### src/flash_host_map.svh
/*
 Command codes, status flag positions, bus widths and bus timing counts for the
 host side of a parallel non-volatile memory. Assumes a 50 MHz mclk.
*/
`ifndef FLASH_HOST_MAP_SVH
`define FLASH_HOST_MAP_SVH

`define ADDR_W            23
`define DATA_W            16
`define BLOCK_LSB         16
`define COUNT_W           5

`define CMD_BUF_PROG      8'he8
`define CMD_CONFIRM       8'hd0
`define CMD_ERASE_SETUP   8'h20
`define CMD_SUSPEND       8'hb0
`define CMD_READ_ARRAY    8'hff
`define CMD_READ_STATUS   8'h70
`define CMD_CLEAR_STATUS  8'h50

`define FLAG_READY        7
`define FLAG_ERASE_SUSP   6
`define FLAG_ERASE_FAIL   5
`define FLAG_PROG_FAIL    4
`define FLAG_SUPPLY_ERR   3
`define FLAG_PROG_SUSP    2
`define FLAG_LOCKED       1

`define CLK_NS            20
`define T_WE_NS           60
`define T_ACC_NS          140
`define T_GAP_NS          40
`define T_RST_NS          100
`define SYNC_CYC          2
`define WE_CYC            ((`T_WE_NS + `CLK_NS - 1) / `CLK_NS)
`define ACC_CYC           ((`T_ACC_NS + `CLK_NS - 1) / `CLK_NS + `SYNC_CYC)
`define GAP_CYC           ((`T_GAP_NS + `CLK_NS - 1) / `CLK_NS)
`define RST_CYC           ((`T_RST_NS + `CLK_NS - 1) / `CLK_NS)

`endif

### src/flash_host_pkg.sv
/*
 Types shared by the sequencer and the bus cycle engine.
 Assumes flash_host_map.svh for all numeric constants.
*/
package flash_host_pkg;

   typedef enum logic [3:0] {
      OP_BUF_PROG, OP_PRESET_PROG, OP_ERASE, OP_SUSPEND, OP_RESUME,
      OP_READ_ARRAY, OP_READ_STATUS, OP_CLEAR_STATUS, OP_READ, OP_RESET
   } op_t;

   typedef enum logic [3:0] {
      S_IDLE, S_ONE, S_POLL, S_BP_SETUP, S_BP_WAIT, S_BP_COUNT, S_BP_DATA,
      S_BP_CONF, S_ER_SETUP, S_ER_CONF, S_RA, S_RD, S_RST, S_FIN
   } seq_state_t;

   typedef enum logic [1:0] {
      E_IDLE, E_WR, E_RD, E_GAP
   } eng_state_t;

endpackage : flash_host_pkg

### src/bus_cycle_if.sv
/*
 Request and answer between the sequencer and the bus cycle engine.
 Assumes both ends run on mclk.
*/
`timescale 1ns/1ps
`include "flash_host_map.svh"

interface bus_cycle_if;
   logic               req;
   logic               is_write;
   logic [`ADDR_W-1:0] addr;
   logic [`DATA_W-1:0] wdata;
   logic               ready;
   logic               done;
   logic [`DATA_W-1:0] rdata;

   modport seq (output req, is_write, addr, wdata, input ready, done, rdata);
   modport eng (input req, is_write, addr, wdata, output ready, done, rdata);
endinterface : bus_cycle_if

### src/program_erase_suspend_sequencer.sv
/*
 Host controller that drives a parallel non-volatile memory through its pins:
 buffered and preset programming, block erase, suspend, resume, status polling.
 Assumes one 50 MHz mclk, synchronous reset, and a user that offers one order
 at a time and streams program words on the write data handshake.
*/
`timescale 1ns/1ps
`include "flash_host_map.svh"

// How it works
// - Preset programming reuses the buffered program code
// - Host writes read array before array reads when not already in array mode
// - Host holds write guard steady while suspended
// - Erase is setup then confirm in block
module program_erase_suspend_sequencer (
   input  wire logic                 mclk,
   input  wire logic                 sys_rst,
   input  wire logic                 op_valid,
   output logic                      op_ready,
   input  wire flash_host_pkg::op_t  op_code,
   input  wire logic [`ADDR_W-1:0]   op_addr,
   input  wire logic [`COUNT_W-1:0]  op_count,
   input  wire logic                 wr_data_valid,
   output logic                      wr_data_ready,
   input  wire logic [`DATA_W-1:0]   wr_data,
   input  wire logic                 wp_req,
   output logic                      op_done,
   output logic                      op_refused,
   output logic [7:0]                status,
   output logic [`DATA_W-1:0]        rd_data,
   output logic                      prog_suspended,
   output logic                      erase_suspended,
   output logic [`ADDR_W-1:0]        mem_addr,
   output logic                      mem_ce_n,
   output logic                      mem_oe_n,
   output logic                      mem_we_n,
   output logic                      mem_rst_n,
   output logic                      mem_wp_n,
   output logic [`DATA_W-1:0]        dq_out,
   output logic                      dq_oe_n,
   input  wire logic [`DATA_W-1:0]   dq_in
);
   bus_cycle_if cyc ();

   flash_host_pkg::seq_state_t state;
   flash_host_pkg::op_t        op;
   logic [7:0]                 cmd;
   logic [`ADDR_W-1:0]         base_addr;
   logic [`ADDR_W-1:0]         cur_addr;
   logic [`ADDR_W-1:0]         erase_block;
   logic [`COUNT_W-1:0]        words;
   logic [`COUNT_W-1:0]        words_left;
   logic [3:0]                 rst_cnt;
   logic                       issued;
   logic                       array_mode;
   logic                       step_write;
   logic [`ADDR_W-1:0]         step_addr;
   logic [`DATA_W-1:0]         step_data;
   logic [7:0]                 last_cmd;

   bus_cycle_engine u_engine (
      .mclk     (mclk),
      .sys_rst  (sys_rst),
      .cyc      (cyc),
      .mem_addr (mem_addr),
      .mem_ce_n (mem_ce_n),
      .mem_oe_n (mem_oe_n),
      .mem_we_n (mem_we_n),
      .dq_out   (dq_out),
      .dq_oe_n  (dq_oe_n),
      .dq_in    (dq_in)
   );

   wire in_susp     = prog_suspended | erase_suspended;
   wire same_block  = (op_addr[`ADDR_W-1:`BLOCK_LSB] == erase_block[`ADDR_W-1:`BLOCK_LSB]);
   wire is_prog_op  = (op_code == flash_host_pkg::OP_BUF_PROG) | (op_code == flash_host_pkg::OP_PRESET_PROG);
   wire is_read_cmd = (op_code == flash_host_pkg::OP_READ_ARRAY) | (op_code == flash_host_pkg::OP_READ_STATUS);
   wire ok_prog_susp = is_read_cmd | (op_code == flash_host_pkg::OP_RESUME) |
                       (op_code == flash_host_pkg::OP_RESET) | (op_code == flash_host_pkg::OP_READ);
   wire ok_erase_susp = ok_prog_susp | (op_code == flash_host_pkg::OP_CLEAR_STATUS) |
                        (op_code == flash_host_pkg::OP_SUSPEND) | (is_prog_op & !same_block) |
                        ((op_code == flash_host_pkg::OP_READ) & !same_block);
   wire op_allowed = prog_suspended ? ok_prog_susp :
                     erase_suspended ? (ok_erase_susp & !((op_code == flash_host_pkg::OP_READ) & same_block)) :
                     1'b1;
   wire op_take   = op_valid & op_ready;
   wire step_bus  = (state != flash_host_pkg::S_IDLE) & (state != flash_host_pkg::S_RST) &
                    (state != flash_host_pkg::S_FIN);
   wire need_data = (state == flash_host_pkg::S_BP_DATA);
   wire ready_now = cyc.rdata[`FLAG_READY];

   assign op_ready      = (state == flash_host_pkg::S_IDLE);
   assign wr_data_ready = need_data & !issued & cyc.ready;
   assign cyc.req       = step_bus & !issued & cyc.ready & (!need_data | wr_data_valid);
   assign cyc.is_write  = step_write;
   assign cyc.addr      = step_addr;
   assign cyc.wdata     = step_data;

   // Bus step for each state
   always_comb begin
      step_write = 1'b1;
      step_addr  = base_addr;
      step_data  = {8'h00, cmd};
      case (state)
         flash_host_pkg::S_BP_SETUP: step_data = {8'h00, `CMD_BUF_PROG};
         flash_host_pkg::S_BP_WAIT:  step_write = 1'b0;
         flash_host_pkg::S_BP_COUNT: step_data = {{(`DATA_W-`COUNT_W){1'b0}}, words};
         flash_host_pkg::S_BP_DATA: begin
            step_addr = cur_addr;
            step_data = wr_data;
         end
         flash_host_pkg::S_BP_CONF:  step_data = {8'h00, `CMD_CONFIRM};
         flash_host_pkg::S_ER_SETUP: step_data = {8'h00, `CMD_ERASE_SETUP};
         flash_host_pkg::S_ER_CONF:  step_data = {8'h00, `CMD_CONFIRM};
         flash_host_pkg::S_POLL:     step_write = 1'b0;
         flash_host_pkg::S_RA:       step_data = {8'h00, `CMD_READ_ARRAY};
         flash_host_pkg::S_RD:       step_write = 1'b0;
         default:                    step_write = 1'b1;
      endcase
   end

   always_ff @(posedge mclk) begin
      if (sys_rst) begin
         mem_wp_n <= 1'b0;
      end else if (!in_susp) begin
         mem_wp_n <= wp_req;
      end
   end

   always_ff @(posedge mclk) begin
      if (sys_rst) begin
         issued <= 1'b0;
      end else if (cyc.req) begin
         issued <= 1'b1;
      end else if (cyc.done) begin
         issued <= 1'b0;
      end
   end

   always_ff @(posedge mclk) begin
      if (sys_rst) begin
         last_cmd <= 8'h00;
      end else if (cyc.req & cyc.is_write) begin
         last_cmd <= cyc.wdata[7:0];
      end
   end

   always_ff @(posedge mclk) begin
      if (sys_rst) begin
         state           <= flash_host_pkg::S_IDLE;
         op              <= flash_host_pkg::OP_READ_ARRAY;
         cmd             <= 8'h00;
         base_addr       <= '0;
         cur_addr        <= '0;
         erase_block     <= '0;
         words           <= '0;
         words_left      <= '0;
         rst_cnt         <= 4'h0;
         array_mode      <= 1'b1;
         status          <= 8'h00;
         rd_data         <= '0;
         prog_suspended  <= 1'b0;
         erase_suspended <= 1'b0;
         mem_rst_n       <= 1'b1;
         op_done         <= 1'b0;
         op_refused      <= 1'b0;
      end else begin
         op_done    <= 1'b0;
         op_refused <= 1'b0;
         case (state)
            flash_host_pkg::S_IDLE: begin
               if (op_take & !op_allowed) begin
                  op_refused <= 1'b1;
               end else if (op_take) begin
                  op         <= op_code;
                  base_addr  <= op_addr;
                  cur_addr   <= op_addr;
                  words      <= op_count;
                  words_left <= op_count;
                  case (op_code)
                     flash_host_pkg::OP_BUF_PROG,
                     flash_host_pkg::OP_PRESET_PROG: state <= flash_host_pkg::S_BP_SETUP;
                     flash_host_pkg::OP_ERASE: begin
                        erase_block <= op_addr;
                        state       <= flash_host_pkg::S_ER_SETUP;
                     end
                     flash_host_pkg::OP_SUSPEND: begin
                        cmd   <= `CMD_SUSPEND;
                        state <= flash_host_pkg::S_ONE;
                     end
                     flash_host_pkg::OP_RESUME: begin
                        cmd   <= `CMD_CONFIRM;
                        state <= flash_host_pkg::S_ONE;
                     end
                     flash_host_pkg::OP_READ_ARRAY: begin
                        cmd   <= `CMD_READ_ARRAY;
                        state <= flash_host_pkg::S_ONE;
                     end
                     flash_host_pkg::OP_READ_STATUS: begin
                        cmd   <= `CMD_READ_STATUS;
                        state <= flash_host_pkg::S_ONE;
                     end
                     flash_host_pkg::OP_CLEAR_STATUS: begin
                        cmd   <= `CMD_CLEAR_STATUS;
                        state <= flash_host_pkg::S_ONE;
                     end
                     flash_host_pkg::OP_READ: state <= array_mode ? flash_host_pkg::S_RD : flash_host_pkg::S_RA;
                     flash_host_pkg::OP_RESET: begin
                        mem_rst_n <= 1'b0;
                        rst_cnt   <= 4'(`RST_CYC - 1);
                        state     <= flash_host_pkg::S_RST;
                     end
                     default: op_refused <= 1'b1;
                  endcase
               end
            end
            flash_host_pkg::S_ONE: begin
               if (cyc.done) begin
                  array_mode <= (cmd == `CMD_READ_ARRAY);
                  state      <= ((op == flash_host_pkg::OP_SUSPEND) | (op == flash_host_pkg::OP_RESUME)) ?
                                flash_host_pkg::S_POLL : flash_host_pkg::S_FIN;
               end
            end
            flash_host_pkg::S_BP_SETUP: begin
               array_mode <= 1'b0;
               if (cyc.done) begin
                  state <= flash_host_pkg::S_BP_WAIT;
               end
            end
            flash_host_pkg::S_BP_WAIT: begin
               if (cyc.done & ready_now) begin
                  state <= flash_host_pkg::S_BP_COUNT;
               end
            end
            flash_host_pkg::S_BP_COUNT: begin
               if (cyc.done) begin
                  state <= flash_host_pkg::S_BP_DATA;
               end
            end
            flash_host_pkg::S_BP_DATA: begin
               if (cyc.done) begin
                  cur_addr   <= cur_addr + 1'b1;
                  words_left <= words_left - 1'b1;
                  if (words_left == '0) begin
                     state <= flash_host_pkg::S_BP_CONF;
                  end
               end
            end
            flash_host_pkg::S_BP_CONF: begin
               if (cyc.done) begin
                  state <= flash_host_pkg::S_POLL;
               end
            end
            flash_host_pkg::S_ER_SETUP: begin
               array_mode <= 1'b0;
               if (cyc.done) begin
                  state <= flash_host_pkg::S_ER_CONF;
               end
            end
            flash_host_pkg::S_ER_CONF: begin
               if (cyc.done) begin
                  state <= flash_host_pkg::S_POLL;
               end
            end
            flash_host_pkg::S_POLL: begin
               if (cyc.done & ready_now) begin
                  status          <= cyc.rdata[7:0];
                  prog_suspended  <= cyc.rdata[`FLAG_PROG_SUSP];
                  erase_suspended <= cyc.rdata[`FLAG_ERASE_SUSP];
                  state           <= flash_host_pkg::S_FIN;
               end
            end
            flash_host_pkg::S_RA: begin
               if (cyc.done) begin
                  array_mode <= 1'b1;
                  state      <= flash_host_pkg::S_RD;
               end
            end
            flash_host_pkg::S_RD: begin
               if (cyc.done) begin
                  rd_data <= cyc.rdata;
                  state   <= flash_host_pkg::S_FIN;
               end
            end
            flash_host_pkg::S_RST: begin
               rst_cnt <= rst_cnt - 4'h1;
               if (rst_cnt == 4'h0) begin
                  mem_rst_n       <= 1'b1;
                  prog_suspended  <= 1'b0;
                  erase_suspended <= 1'b0;
                  array_mode      <= 1'b1;
                  state           <= flash_host_pkg::S_FIN;
               end
            end
            flash_host_pkg::S_FIN: begin
               op_done <= 1'b1;
               state   <= flash_host_pkg::S_IDLE;
            end
            default: state <= flash_host_pkg::S_IDLE;
         endcase
      end
   end

   AST_WP_STEADY: assert property (@(posedge mclk) disable iff (sys_rst)
      (prog_suspended | erase_suspended) & $past(prog_suspended | erase_suspended) |-> $stable(mem_wp_n))
      else $error("write guard changed while suspended");

   AST_ERASE_PAIR: assert property (@(posedge mclk) disable iff (sys_rst)
      cyc.req & (state == flash_host_pkg::S_ER_CONF) |-> (cyc.wdata[7:0] == `CMD_CONFIRM) &
      (last_cmd == `CMD_ERASE_SETUP) & (cyc.addr == base_addr))
      else $error("erase confirm not preceded by setup");

   AST_PRESET_CODE: assert property (@(posedge mclk) disable iff (sys_rst)
      cyc.req & (state == flash_host_pkg::S_BP_SETUP) |-> cyc.is_write & (cyc.wdata[7:0] == `CMD_BUF_PROG))
      else $error("buffered setup code wrong");

   AST_ARRAY_BEFORE_READ: assert property (@(posedge mclk) disable iff (sys_rst)
      cyc.req & (state == flash_host_pkg::S_RD) |-> array_mode & !cyc.is_write)
      else $error("array read without read array command");

   AST_REFUSE_KEEPS: assert property (@(posedge mclk) disable iff (sys_rst)
      op_take & !op_allowed |=> op_refused & (state == flash_host_pkg::S_IDLE) &
      $stable(prog_suspended) & $stable(erase_suspended))
      else $error("refused order disturbed state");

   AST_NO_ERASE_IN_SUSP: assert property (@(posedge mclk) disable iff (sys_rst)
      op_take & erase_suspended & (op_code == flash_host_pkg::OP_ERASE) |=> op_refused)
      else $error("second erase accepted in erase suspend");

   AST_RESET_WIDTH: assert property (@(posedge mclk) disable iff (sys_rst)
      $fell(mem_rst_n) |-> !mem_rst_n [*5] ##1 mem_rst_n)
      else $error("device reset pulse width wrong");

   AST_CONFIRM_AFTER_DATA: assert property (@(posedge mclk) disable iff (sys_rst)
      (state == flash_host_pkg::S_BP_DATA) & cyc.done & (words_left == '0) |=> (state == flash_host_pkg::S_BP_CONF))
      else $error("confirm not issued after last word");

endmodule : program_erase_suspend_sequencer

### src/bus_cycle_engine.sv
/*
 Runs one asynchronous write or read cycle on the memory pins per request.
 Assumes dq_in comes from the pin and is synchronised here; each cycle ends with
 chip select and output gate released, so every status read is a fresh toggle.
*/
`timescale 1ns/1ps
`include "flash_host_map.svh"

module bus_cycle_engine (
   input  wire logic               mclk,
   input  wire logic               sys_rst,
   bus_cycle_if.eng                cyc,
   output logic [`ADDR_W-1:0]      mem_addr,
   output logic                    mem_ce_n,
   output logic                    mem_oe_n,
   output logic                    mem_we_n,
   output logic [`DATA_W-1:0]      dq_out,
   output logic                    dq_oe_n,
   input  wire logic [`DATA_W-1:0] dq_in
);
   flash_host_pkg::eng_state_t state;
   logic [3:0]                 cnt;
   logic [`DATA_W-1:0]         dq_meta;
   logic [`DATA_W-1:0]         dq_sync;
   wire                        cnt_zero = (cnt == 4'h0);

   assign cyc.ready = (state == flash_host_pkg::E_IDLE);

   always_ff @(posedge mclk) begin
      dq_meta <= dq_in;
      dq_sync <= dq_meta;
   end

   always_ff @(posedge mclk) begin
      if (sys_rst) begin
         state     <= flash_host_pkg::E_IDLE;
         cnt       <= 4'h0;
         mem_addr  <= '0;
         mem_ce_n  <= 1'b1;
         mem_oe_n  <= 1'b1;
         mem_we_n  <= 1'b1;
         dq_out    <= '0;
         dq_oe_n   <= 1'b1;
         cyc.done  <= 1'b0;
         cyc.rdata <= '0;
      end else begin
         cyc.done <= 1'b0;
         case (state)
            flash_host_pkg::E_IDLE: begin
               if (cyc.req) begin
                  mem_addr <= cyc.addr;
                  mem_ce_n <= 1'b0;
                  if (cyc.is_write) begin
                     dq_out   <= cyc.wdata;
                     dq_oe_n  <= 1'b0;
                     mem_we_n <= 1'b0;
                     cnt      <= 4'(`WE_CYC - 1);
                     state    <= flash_host_pkg::E_WR;
                  end else begin
                     mem_oe_n <= 1'b0;
                     cnt      <= 4'(`ACC_CYC - 1);
                     state    <= flash_host_pkg::E_RD;
                  end
               end
            end
            flash_host_pkg::E_WR: begin
               cnt <= cnt - 4'h1;
               if (cnt_zero) begin
                  mem_we_n <= 1'b1;
                  mem_ce_n <= 1'b1;
                  cnt      <= 4'(`GAP_CYC - 1);
                  state    <= flash_host_pkg::E_GAP;
               end
            end
            flash_host_pkg::E_RD: begin
               cnt <= cnt - 4'h1;
               if (cnt_zero) begin
                  cyc.rdata <= dq_sync;
                  mem_oe_n  <= 1'b1;
                  mem_ce_n  <= 1'b1;
                  cnt       <= 4'(`GAP_CYC - 1);
                  state     <= flash_host_pkg::E_GAP;
               end
            end
            flash_host_pkg::E_GAP: begin
               cnt <= cnt - 4'h1;
               if (cnt_zero) begin
                  dq_oe_n  <= 1'b1;
                  cyc.done <= 1'b1;
                  state    <= flash_host_pkg::E_IDLE;
               end
            end
            default: state <= flash_host_pkg::E_IDLE;
         endcase
      end
   end
endmodule : bus_cycle_engine

### config.mk
export PLATFORM = sky130hd
export DESIGN_NAME = program_erase_suspend_sequencer
export DESIGN_NICKNAME = d
export VERILOG_FILES = /design/src/flash_host_pkg.sv /design/src/bus_cycle_if.sv /design/src/program_erase_suspend_sequencer.sv /design/src/bus_cycle_engine.sv
export VERILOG_INCLUDE_DIRS = /design/src
export SDC_FILE = /design/constraint.sdc
export NUM_CORES = 1
export LEC_CHECK = 0
export BUFFER_PORTS_ARGS = -buffer_cell sky130_fd_sc_hd__clkbuf_2
export CAP_MARGIN = 40
export CORE_ASPECT_RATIO = 2
export CORE_UTILIZATION = 57
export DETAILED_ROUTE_END_ITERATION = 6
export HOLD_SLACK_MARGIN = 0.03
export PLACE_DENSITY_LB_ADDON = 0.05
export SETUP_SLACK_MARGIN = 0.3
export SLEW_MARGIN = 20
export SYNTH_ARGS = -nofsm -noshare
export SYNTH_HDL_FRONTEND = slang
export SYNTH_SLANG_ARGS = --single-unit
### constraint.sdc
create_clock -name mclk -period 2.5 [get_ports mclk]
set_clock_uncertainty 0.15 [all_clocks]
set_input_delay 0.125 -clock mclk [delete_from_list [all_inputs] [get_ports mclk]]
set_output_delay 0.125 -clock mclk [all_outputs]
set_load 0.05 [all_outputs]
# Word level (Yosys, flattened, before mapping)

Index checks and enable logic that the tools add are counted.

Add/subtract/negate cells: 4
Multiply operators: 0
Divide/modulo/power cells: 0
$lt $le $gt $ge: 0
Equal/unequal tests: 54
Shift-type cells: 0
Multiplexer cells: 74
Bitwise operators: 30
Reduce and logical (&&, ||, !) cells: 50

Operator list:

| operator                                                              | count |
|---|---|
| 16-bit one-hot mux with 6 select lines                                | 1 |
| 23-bit two-way mux                                                    | 4 |
| 4-bit two-way mux                                                     | 21 |
| 4-bit one-hot mux with 12 select lines                                | 1 |
| 23-bit one-hot mux with 2 select lines                                | 1 |
| 8-bit one-hot mux with 5 select lines                                 | 1 |
| 4-bit by 3-bit equality test with 1-bit output, second input constant | 9 |
| 4-bit equality test, second input constant                            | 8 |
| 4-bit AND reduction                                                   | 8 |
| 2-bit by 1-bit != test with 1-bit output, second input constant       | 15 |
| 1-bit two-way mux                                                     | 25 |
| 23-bit by 1-bit adder with 23-bit output, second input constant       | 1 |
| 4-bit by 2-bit equality test with 1-bit output, second input constant | 5 |
| 4-bit one-hot mux with 5 select lines                                 | 1 |
| 4-bit logical NOT                                                     | 4 |
| 2-bit nonzero test                                                    | 8 |
| 5-bit two-way mux                                                     | 3 |
| 15-bit AND reduction                                                  | 1 |
| 3-bit AND reduction                                                   | 5 |
| 1-bit AND                                                             | 14 |
| 2-bit != test, second input constant                                  | 7 |
| 1-bit one-hot mux with 2 select lines                                 | 7 |
| 1-bit bitwise OR                                                      | 12 |
| 4-bit one-hot mux with 3 select lines                                 | 1 |
| 26 further kinds                                                      | 49 |

Register bits: 229
Latch bits: 0
Bits in writable memories: 0
Bits in read-only memories: 0
Logic and storage cells: 243
Memories kept: 0

# Logic depth before layout (Yosys ltp)

Gate-level depths: netlist of the first run.

Depth after elaboration: 16
Depth in mapped cells: 9

# Cells and area by module

Synthesis of the first run repeated with hierarchy kept, for this count alone.

Cells, all modules: 1181
Area, all modules: 9397.8 µm²

By module, submodules not included:

| module                          | instances | cells an instance | area each (µm²) | seq. area each (µm²) |
|---|---|---|---|---|
| program_erase_suspend_sequencer | 1         | 834               | 6207.2          | 2242.2 |
| bus_cycle_engine                | 1         | 347               | 3190.6          | 1961.9 |

# Worst setup path after synthesis of the first run

No wires, ideal clock.

Kind: reg2reg
Start: reg state[1]
End: reg erase_block[16]
Data arrival time: 2314 ps
Required time: 2222 ps
Setup slack: -91 ps
Cell stages (with the launch flop): 7
Period minus slack after synthesis: 2591 ps
Cells stage by stage: dfxtp_1 buf_6 nor4_4 nand2_1 a2111oi_4 mux2i_1 nor2_1

Longest elaborated chain between the ends: 5

Ends and longest elaborated chain:

| element                                  | RTL line                               | source |
|---|---|---|
| from (decl)                              | program_erase_suspend_sequencer.sv:45  | `flash_host_pkg::seq_state_t state;` |
| from (signal assigned)                   | program_erase_suspend_sequencer.sv:150 | `state <= flash_host_pkg::S_IDLE;` |
| from (signal assigned)                   | program_erase_suspend_sequencer.sv:182 | `flash_host_pkg::OP_PRESET_PROG: state <= flash_host_pkg::S_BP_SETUP;` |
| from (signal assigned)                   | program_erase_suspend_sequencer.sv:185 | `state <= flash_host_pkg::S_ER_SETUP;` |
| 4-bit logical NOT (*)                    | program_erase_suspend_sequencer.sv:92  | `assign op_ready = (state == flash_host_pkg::S_IDLE);` |
| named net op_ready                       | program_erase_suspend_sequencer.sv:19  | `output logic op_ready,` |
| 1-bit AND                                | program_erase_suspend_sequencer.sv:86  | `wire op_take = op_valid & op_ready;` |
| 1-bit AND                                | program_erase_suspend_sequencer.sv:172 | `if (op_take & !op_allowed) begin` |
| 1-bit inverter (no source line)          | n/a                                    |  |
| 4-bit AND reduction (no source line) (*) | n/a                                    |  |
| to (signal assigned)                     | program_erase_suspend_sequencer.sv:184 | `erase_block <= op_addr;` |
| to (decl)                                | program_erase_suspend_sequencer.sv:50  | `` logic [`ADDR_W-1:0] erase_block; `` |

Mark *: on every way through the listed nets, which the timed path passes. The rest lies on a longest branch.
A chain may end at the register's enable or synchronous reset.

# Worst setup path in the final report of the first run

Start: reg cur_addr[3]
End: reg cur_addr[19]

Longest elaborated chain between the ends: 3

Ends and longest elaborated chain:

| element                                  | RTL line                               | source |
|---|---|---|
| from (decl)                              | program_erase_suspend_sequencer.sv:49  | `` logic [`ADDR_W-1:0] cur_addr; `` |
| from (signal assigned)                   | program_erase_suspend_sequencer.sv:177 | `cur_addr <= op_addr;` |
| from (signal assigned)                   | program_erase_suspend_sequencer.sv:242 | `cur_addr <= cur_addr + 1'b1;` |
| 23-bit by 1-bit adder with 23-bit output | program_erase_suspend_sequencer.sv:242 |  |
| 23-bit two-way mux                       | program_erase_suspend_sequencer.sv:241 | `if (cyc.done) begin` |
| 23-bit one-hot mux with 2 select lines   | program_erase_suspend_sequencer.sv:170 | `case (state)` |

Every way passes these cells. The select of a mux whose other input is x is not followed.

==> flow_summary.toml, run 1 <==
[grt]
grt_max_degree = 161
antenna_found_initial = 0
grt_pass1_vias = 8937
grt_usage_pct = 32.49
grt_overflow_total = 0
grt_pass1_wl_mm = 43.00

[logic_synthesis]
synth-seq-cells = 210
synth_top_area_share_pct = 46.47
syn_avg_cell_area_um2 = 8.331
synth_top_cell_by_area = "dfxtp_1"
synth_area_um2 = 9047
synth-simple-area-share_pct = 22.11
synth_xor_area_share_pct = 0.7744
synth_mux_area_share_pct = 5.089
yosys_most_used_dff = "dfxtp_1"
yosys_warnings = 0
ys_types = 70
syn_inst = 1086
synth_area_leaders = "dfxtp_1, nand2_1, a21oi_1, nor2_1, mux2i_1"
ys_seq_area_share_pct = 46.47
syn-num-nets = 1164
synth-async-reset-ratio_pct = 0
synth_compound_area_share_pct = 19.91
synth_top_family_by_area = "simple AND/OR/NAND/NOR gates"
synth_edf_count = 0
synthAdderAreaFrac_pct = 1.245

[floorplanning]
pin_count = 144
initial_core_util_pct = 58.85
die_y_um = 180.2
core_um2 = 15370
row_count = 64
die_w_um = 91.09
dieArea_um2 = 16410

[timing]
hold_violations = 0
finalSetupViolCount = 0
max_freq_mhz = 422.7
rsz0062_at_grt = "yes"
finalCritPeriodShare_pct = 94.62
worst_pin_slew_ns = 0.7241
min_period_ns = 2.366
maxSlewViolCount = 0
slew_headroom_pct = 51.73
fin_setup_tns_ns = 0

[pwr]
powerDensity_nw_per_um2 = 1122
ir_worst_vdd_v = 0.001017
p_leak_nw = 4.991

[placement]
portBuffers = 143
globalplace.congestion = 0.9484
dp_hpwl_mm = 17.97

[layout]
drive_above_1_share_pct = 26.34
utilization_pct = 81.26
final_nets = 1409
final_cell_mix = "dfxtp_1, nand2_1, clkbuf_2"
syn2layout_area_growth_pct = 38.09
fillers = 1011
final_common_cell = "dfxtp_1"
num_antenna_cells = 0

[detailed_routing]
drt_iter0_markers = 545
vias = 9274
drc_errors = 0
drt-wirelength-per-cell_um = 19.87
vias_per_cell = 6.014
first_pass_iters = 6
antenna_left = 0
drt-total-wl_mm = 30.64

[setup_path]
r2r_cells = 6
worstReg2RegEnd = "cur_addr[19]$_SDFFE_PP0P_"
rr_startpoint = "cur_addr[3]$_SDFFE_PP0P_"
crit_path_start_kind = "flip-flop"
crit_start = "cur_addr[3]$_SDFFE_PP0P_"
critPathCaptureType = "flip-flop"
cp.arrival_ns = 2.56
rrSetupSlack_ns = 0.13
worstPathMaxFanout = 6
cp.required_ns = 2.70
path_class = "flip-flop to flip-flop"

[hold_path]
min_path_cells = 2
whs_endpoint = "u_engine.dq_meta[7]$_DFF_P_"
hold_path.startpoint = "dq_in[7]"
hold_path.class = "input pin to flip-flop"

[clock_network]
cts_max_path_buffers = 3
htree_levels = 1
cts_tree = "built"
cts.sinks = 210
clk_pin_slew_ns = 0.07
root_buffer = "clkbuf_16"
clk_latency_ns = 0.50
cts_inserted_buffers = 20

[run]
cap_violations = 0

[run_status]
outcome = "completed"
==> how the worst max path moves through the flow <==
stage | endpoint | slack (ns) | cells past startpoint
3_5_place_dp | base_addr[7]$_SDFFE_PP0P_ | 0.14 | 7
3_3_place_gp | words[4]$_SDFFE_PP0P_ | 0.17 | 7
4_1_cts | wr_data_ready | 0.26 | 6
6_report | cur_addr[19]$_SDFFE_PP0P_ | 0.13 | 6
2_1_floorplan | erase_block[16]$_SDFFE_PP0P_ | -0.01 | 6
5_1_grt | cur_addr[19]$_SDFFE_PP0P_ | 0.04 | 6
==> synthesized netlist by cell type (3+ instances only) <==
master and count:
nor3b_1 8, o21bai_1 3, nand3_1 26, a22o_1 6, o221a_2 3, nor4_1 4, mux2i_1 46, or3b_2 3
nor2_1 134, buf_1 5, o22ai_1 3, o31ai_1 5, o211ai_1 6, and2_1 5, nand2b_1 17, o32ai_1 8
o2111ai_1 3, a221oi_1 4, o21ai_0 36, nand4_1 6, and3_1 8, inv_1 17, or2_2 4, buf_2 24
a21oi_1 119, a211oi_1 5, clkbuf_1 45, xor2_1 3, nor2b_1 7, a211o_1 3, dfxtp_1 210, a22oi_1 4
xnor2_1 5, a31oi_1 11, nor3_1 17, o21a_1 6, ha_1 9, nand2_1 192, and4_1 4, a311oi_1 23
==> routing by layer <==
metal	GRT usage, %	wire [µm]	up-vias
met5	0	0	-
met4	19.75	2587	0
met3	3.924	1425	164
met2	64.64	16810	421
met1	30.39	9817	4389
li1	-	-	4300
==> registers in the layout, indices dropped and copies added, names as in the netlist, 7 cells and up <==
signal / cells
u_engine.dq_out: 16
u_engine.cyc.rdata: 16
rd_data: 16
base_addr: 23
u_engine.mem_addr: 23
status: 8
u_engine.dq_sync: 16
erase_block: 7
cur_addr: 23
u_engine.dq_meta: 16
==> logic make-up after synthesis <==
| family | after synthesis |
|---|---|
| simple gates | 446 |
| mux | 46 |
| fa+ha+maj | 9 |
| xor+xnor | 8 |
| compound gates | 273 |
| flops | 210 |
| buf+inv | 94 |
==> through the flow <==
stage          instances  total power [W]  worst slack (ns)  hold WS (ns)  cell area (µm²)
2_1_floorplan       1086         0.007865          -0.01468      0.002717             9059
3_3_place_gp        1407         0.009301            0.1725       0.07704            10220
3_5_place_dp        1407         0.009370            0.1354       0.07935            10220
4_1_cts             1516          0.01294            0.2612       0.08544            11750
5_1_grt             1542          0.01456           0.04258        0.1221            12490
6_report            1542          0.01402            0.1344        0.1190            12490
==> worst max-delay path, stage by stage (launching register included) <==
cell and delay, ns:
dfxtp_1 0.42, and4_1 0.26, and4_1 0.37, nand3_1 0.29, o21a_1 0.26, o21ai_0 0.32
a31oi_1 0.15
==> cell type report <==
cell class	count	area, µm²	share of cell area (%)
sequential	210	4228	33.84
clock inverter	7	146.4	1.172
tap	198	247.7	1.983
inverter	18	67.56	0.5408
timing repair buffer	299	2401	19.22
multi-input combinational	782	4811	38.51
clock buffer	28	591.8	4.737
==> what timing repair did <==
item | 4_1_cts | 5_1_grt
resized for setup | 12 | 100
setup endpoints to repair | 102 | 129
setup buffers | 6 | 14
hold buffers | 67 | 0
gates cloned | 1 | 12
hold endpoints to repair | 104 | 0
pin swaps | 2 | 37
==> where the power goes <==
group / switching (W) / total (W) / internal [W]
logic: 0.00374 / 0.00611 / 0.00237
registers: 0.000530 / 0.00453 / 0.00400
clock network: 0.00132 / 0.00339 / 0.00207
total: 0.00558 / 0.0140 / 0.00844
Note: power is estimated with default switching activity, not from simulation.
==> run 2: changes to the inputs <==
clock period = 2.6 ns   (was 2.5 ns; I/O delays follow)
==> flow_summary.toml, run 2 (synthesis results as in run 1) <==
[clock_network]
htree_levels = 1
cts_tree = "built"
cts_inserted_buffers = 19
clk_latency_ns = 0.49
cts.sinks = 210
cts_max_path_buffers = 3
root_buffer = "clkbuf_16"
clk_pin_slew_ns = 0.07

[grt]
grt_util_met2_pct = 62.33
grt_max_degree = 73
grt.busiest_layer = "met2"
grt_pass1_wl_mm = 42.30
antenna_found_initial = 0
met1_usage_pct = 31.62
grt_pass1_vias = 8582
grt_usage_pct = 32.06
grt_overflow_total = 0
use_met3_pct = 4.051

[setup_path]
cp.required_ns = 2.80
cp.arrival_ns = 2.48
crit_path_start_kind = "input pin"
critPathCaptureType = "flip-flop"
worstPathMaxFanout = 18
path_class = "input pin to flip-flop"

[layout]
final_common_cell = "dfxtp_1"
biggestRegsByFlops = "base_addr: 23 flops, cur_addr: 23 flops, u_engine.mem_addr: 23 flops"
drive_above_1_share_pct = 20.64
final_cell_mix = "dfxtp_1, nand2_1, clkbuf_2"
syn2layout_area_growth_pct = 29.26
num_antenna_cells = 0
final_nets = 1379
regArea_um2 = 4217
multi_input_area_um2 = 4557
utilization_pct = 76.07
fillers = 1192

[detailed_routing]
antenna_left = 0
first_pass_iters = 7
drc_errors = 2
drt-wirelength-per-cell_um = 18.17
drt_iter0_markers = 351
vias_per_cell = 5.864
vias = 8861
drt-total-wl_mm = 27.45

[floorplanning]
die_y_um = 180.2
row_count = 64
dieArea_um2 = 16410
core_um2 = 15370
initial_core_util_pct = 58.85
pin_count = 144
die_w_um = 91.09

[timing]
worst_pin_slew_ns = 0.6534
hold_violations = 0
rsz0062_at_grt = "yes"
holdWs_ns = 0.04738
maxSlewViolCount = 0
slew_headroom_pct = 56.44
finalCritPeriodShare_pct = 87.82
fin_setup_tns_ns = 0
min_period_ns = 2.283
finalSetupViolCount = 0
max_freq_mhz = 437.9

[run_status]
violations = "DRC"
outcome = "complete, but fails checks"

[run]
cap_violations = 0

[hold_path]
hold_path.class = "input pin to flip-flop"

[pwr]
powerDensity_nw_per_um2 = 1042
ir_worst_vdd_v = 0.0007535
power_w = 0.01218
p_leak_nw = 4.630

[placement]
dp_hpwl_mm = 17.92
portBuffers = 143
globalplace.congestion = 0.9805
-- run 2: cell types whose count changed in the layout (fill, tap and decap cells not counted), moves of 7 or more --
cell	before	now
buf_4	63	51
buf_6	13	1
nand2_1	179	190
nand2_2	11	2
nand2b_1	8	17
nand2b_4	9	0
clkbuf_16	29	21
a21oi_1	111	118
dfxtp_1	199	206
-- run 2: critical path: stages --
cell and delay [ns]:
dlygate4sd3_1 0.53, clkbuf_4 0.22, a2111oi_4 0.44, o41ai_4 0.20, buf_4 0.18, a21oi_4 0.15, buf_12 0.13, buf_12 0.18
mux2i_1 0.23, nor2_1 0.06
-- run 2: final cells by class --
type,count,share of cell area (%)
inverter,18,0.5777
multi-input combinational,782,38.96
sequential,210,36.05
clock inverter,7,0.7703
tap,198,2.118
clock buffer,26,4.632
timing repair buffer,270,16.88
-- run 2: final timing paths --
path	slack, ns	cells after the start	end	from
worst max register to register	0.34	9	base_addr[3]$_SDFFE_PP0P_	erase_block[19]$_SDFFE_PP0P_
worst min-delay path	0.05	4	mem_rst_n$_SDFFE_PP1P_	op_valid
worst max-delay path	0.32	10	base_addr[3]$_SDFFE_PP0P_	op_code[3]
worst min register to register	0.17	0	u_engine.dq_sync[2]$_DFF_P_	u_engine.dq_meta[2]$_DFF_P_
-- run 2: metal layers --
layer,vias up,part of all wire (%)
li1,4247,-
met3,92,4.3
met2,314,55
met4,0,5.1
met5,-,0
met1,4208,35
-- run 2: where the power goes --
group / switching (W) / internal [W] / total [W]
registers: 0.000504 / 0.00384 / 0.00435
clock network: 0.00122 / 0.00166 / 0.00288
logic: 0.00319 / 0.00176 / 0.00495
-- run 2: per-stage QoR --
step                      area [µm²]  setup slack [ns]  cells
after detailed placement       10180            0.1412   1402
after global placement         10180            0.1668   1402
after global routing           11700            0.2236   1511
after floorplan                 9059           0.08532   1086
after CTS                      11520            0.2912   1503
final                          11700            0.3166   1511
-- run 2: repair_timing --
| action | CTS | global route |
|---|---|---|
| buffers inserted | 1 | 5 |
| hold endpoints to repair | 112 | 0 |
| gates cloned | 0 | 3 |
| resized for setup | 7 | 17 |
| pin swaps | 0 | 4 |
| hold buffers | 67 | 0 |
| setup endpoints to repair | 69 | 90 |
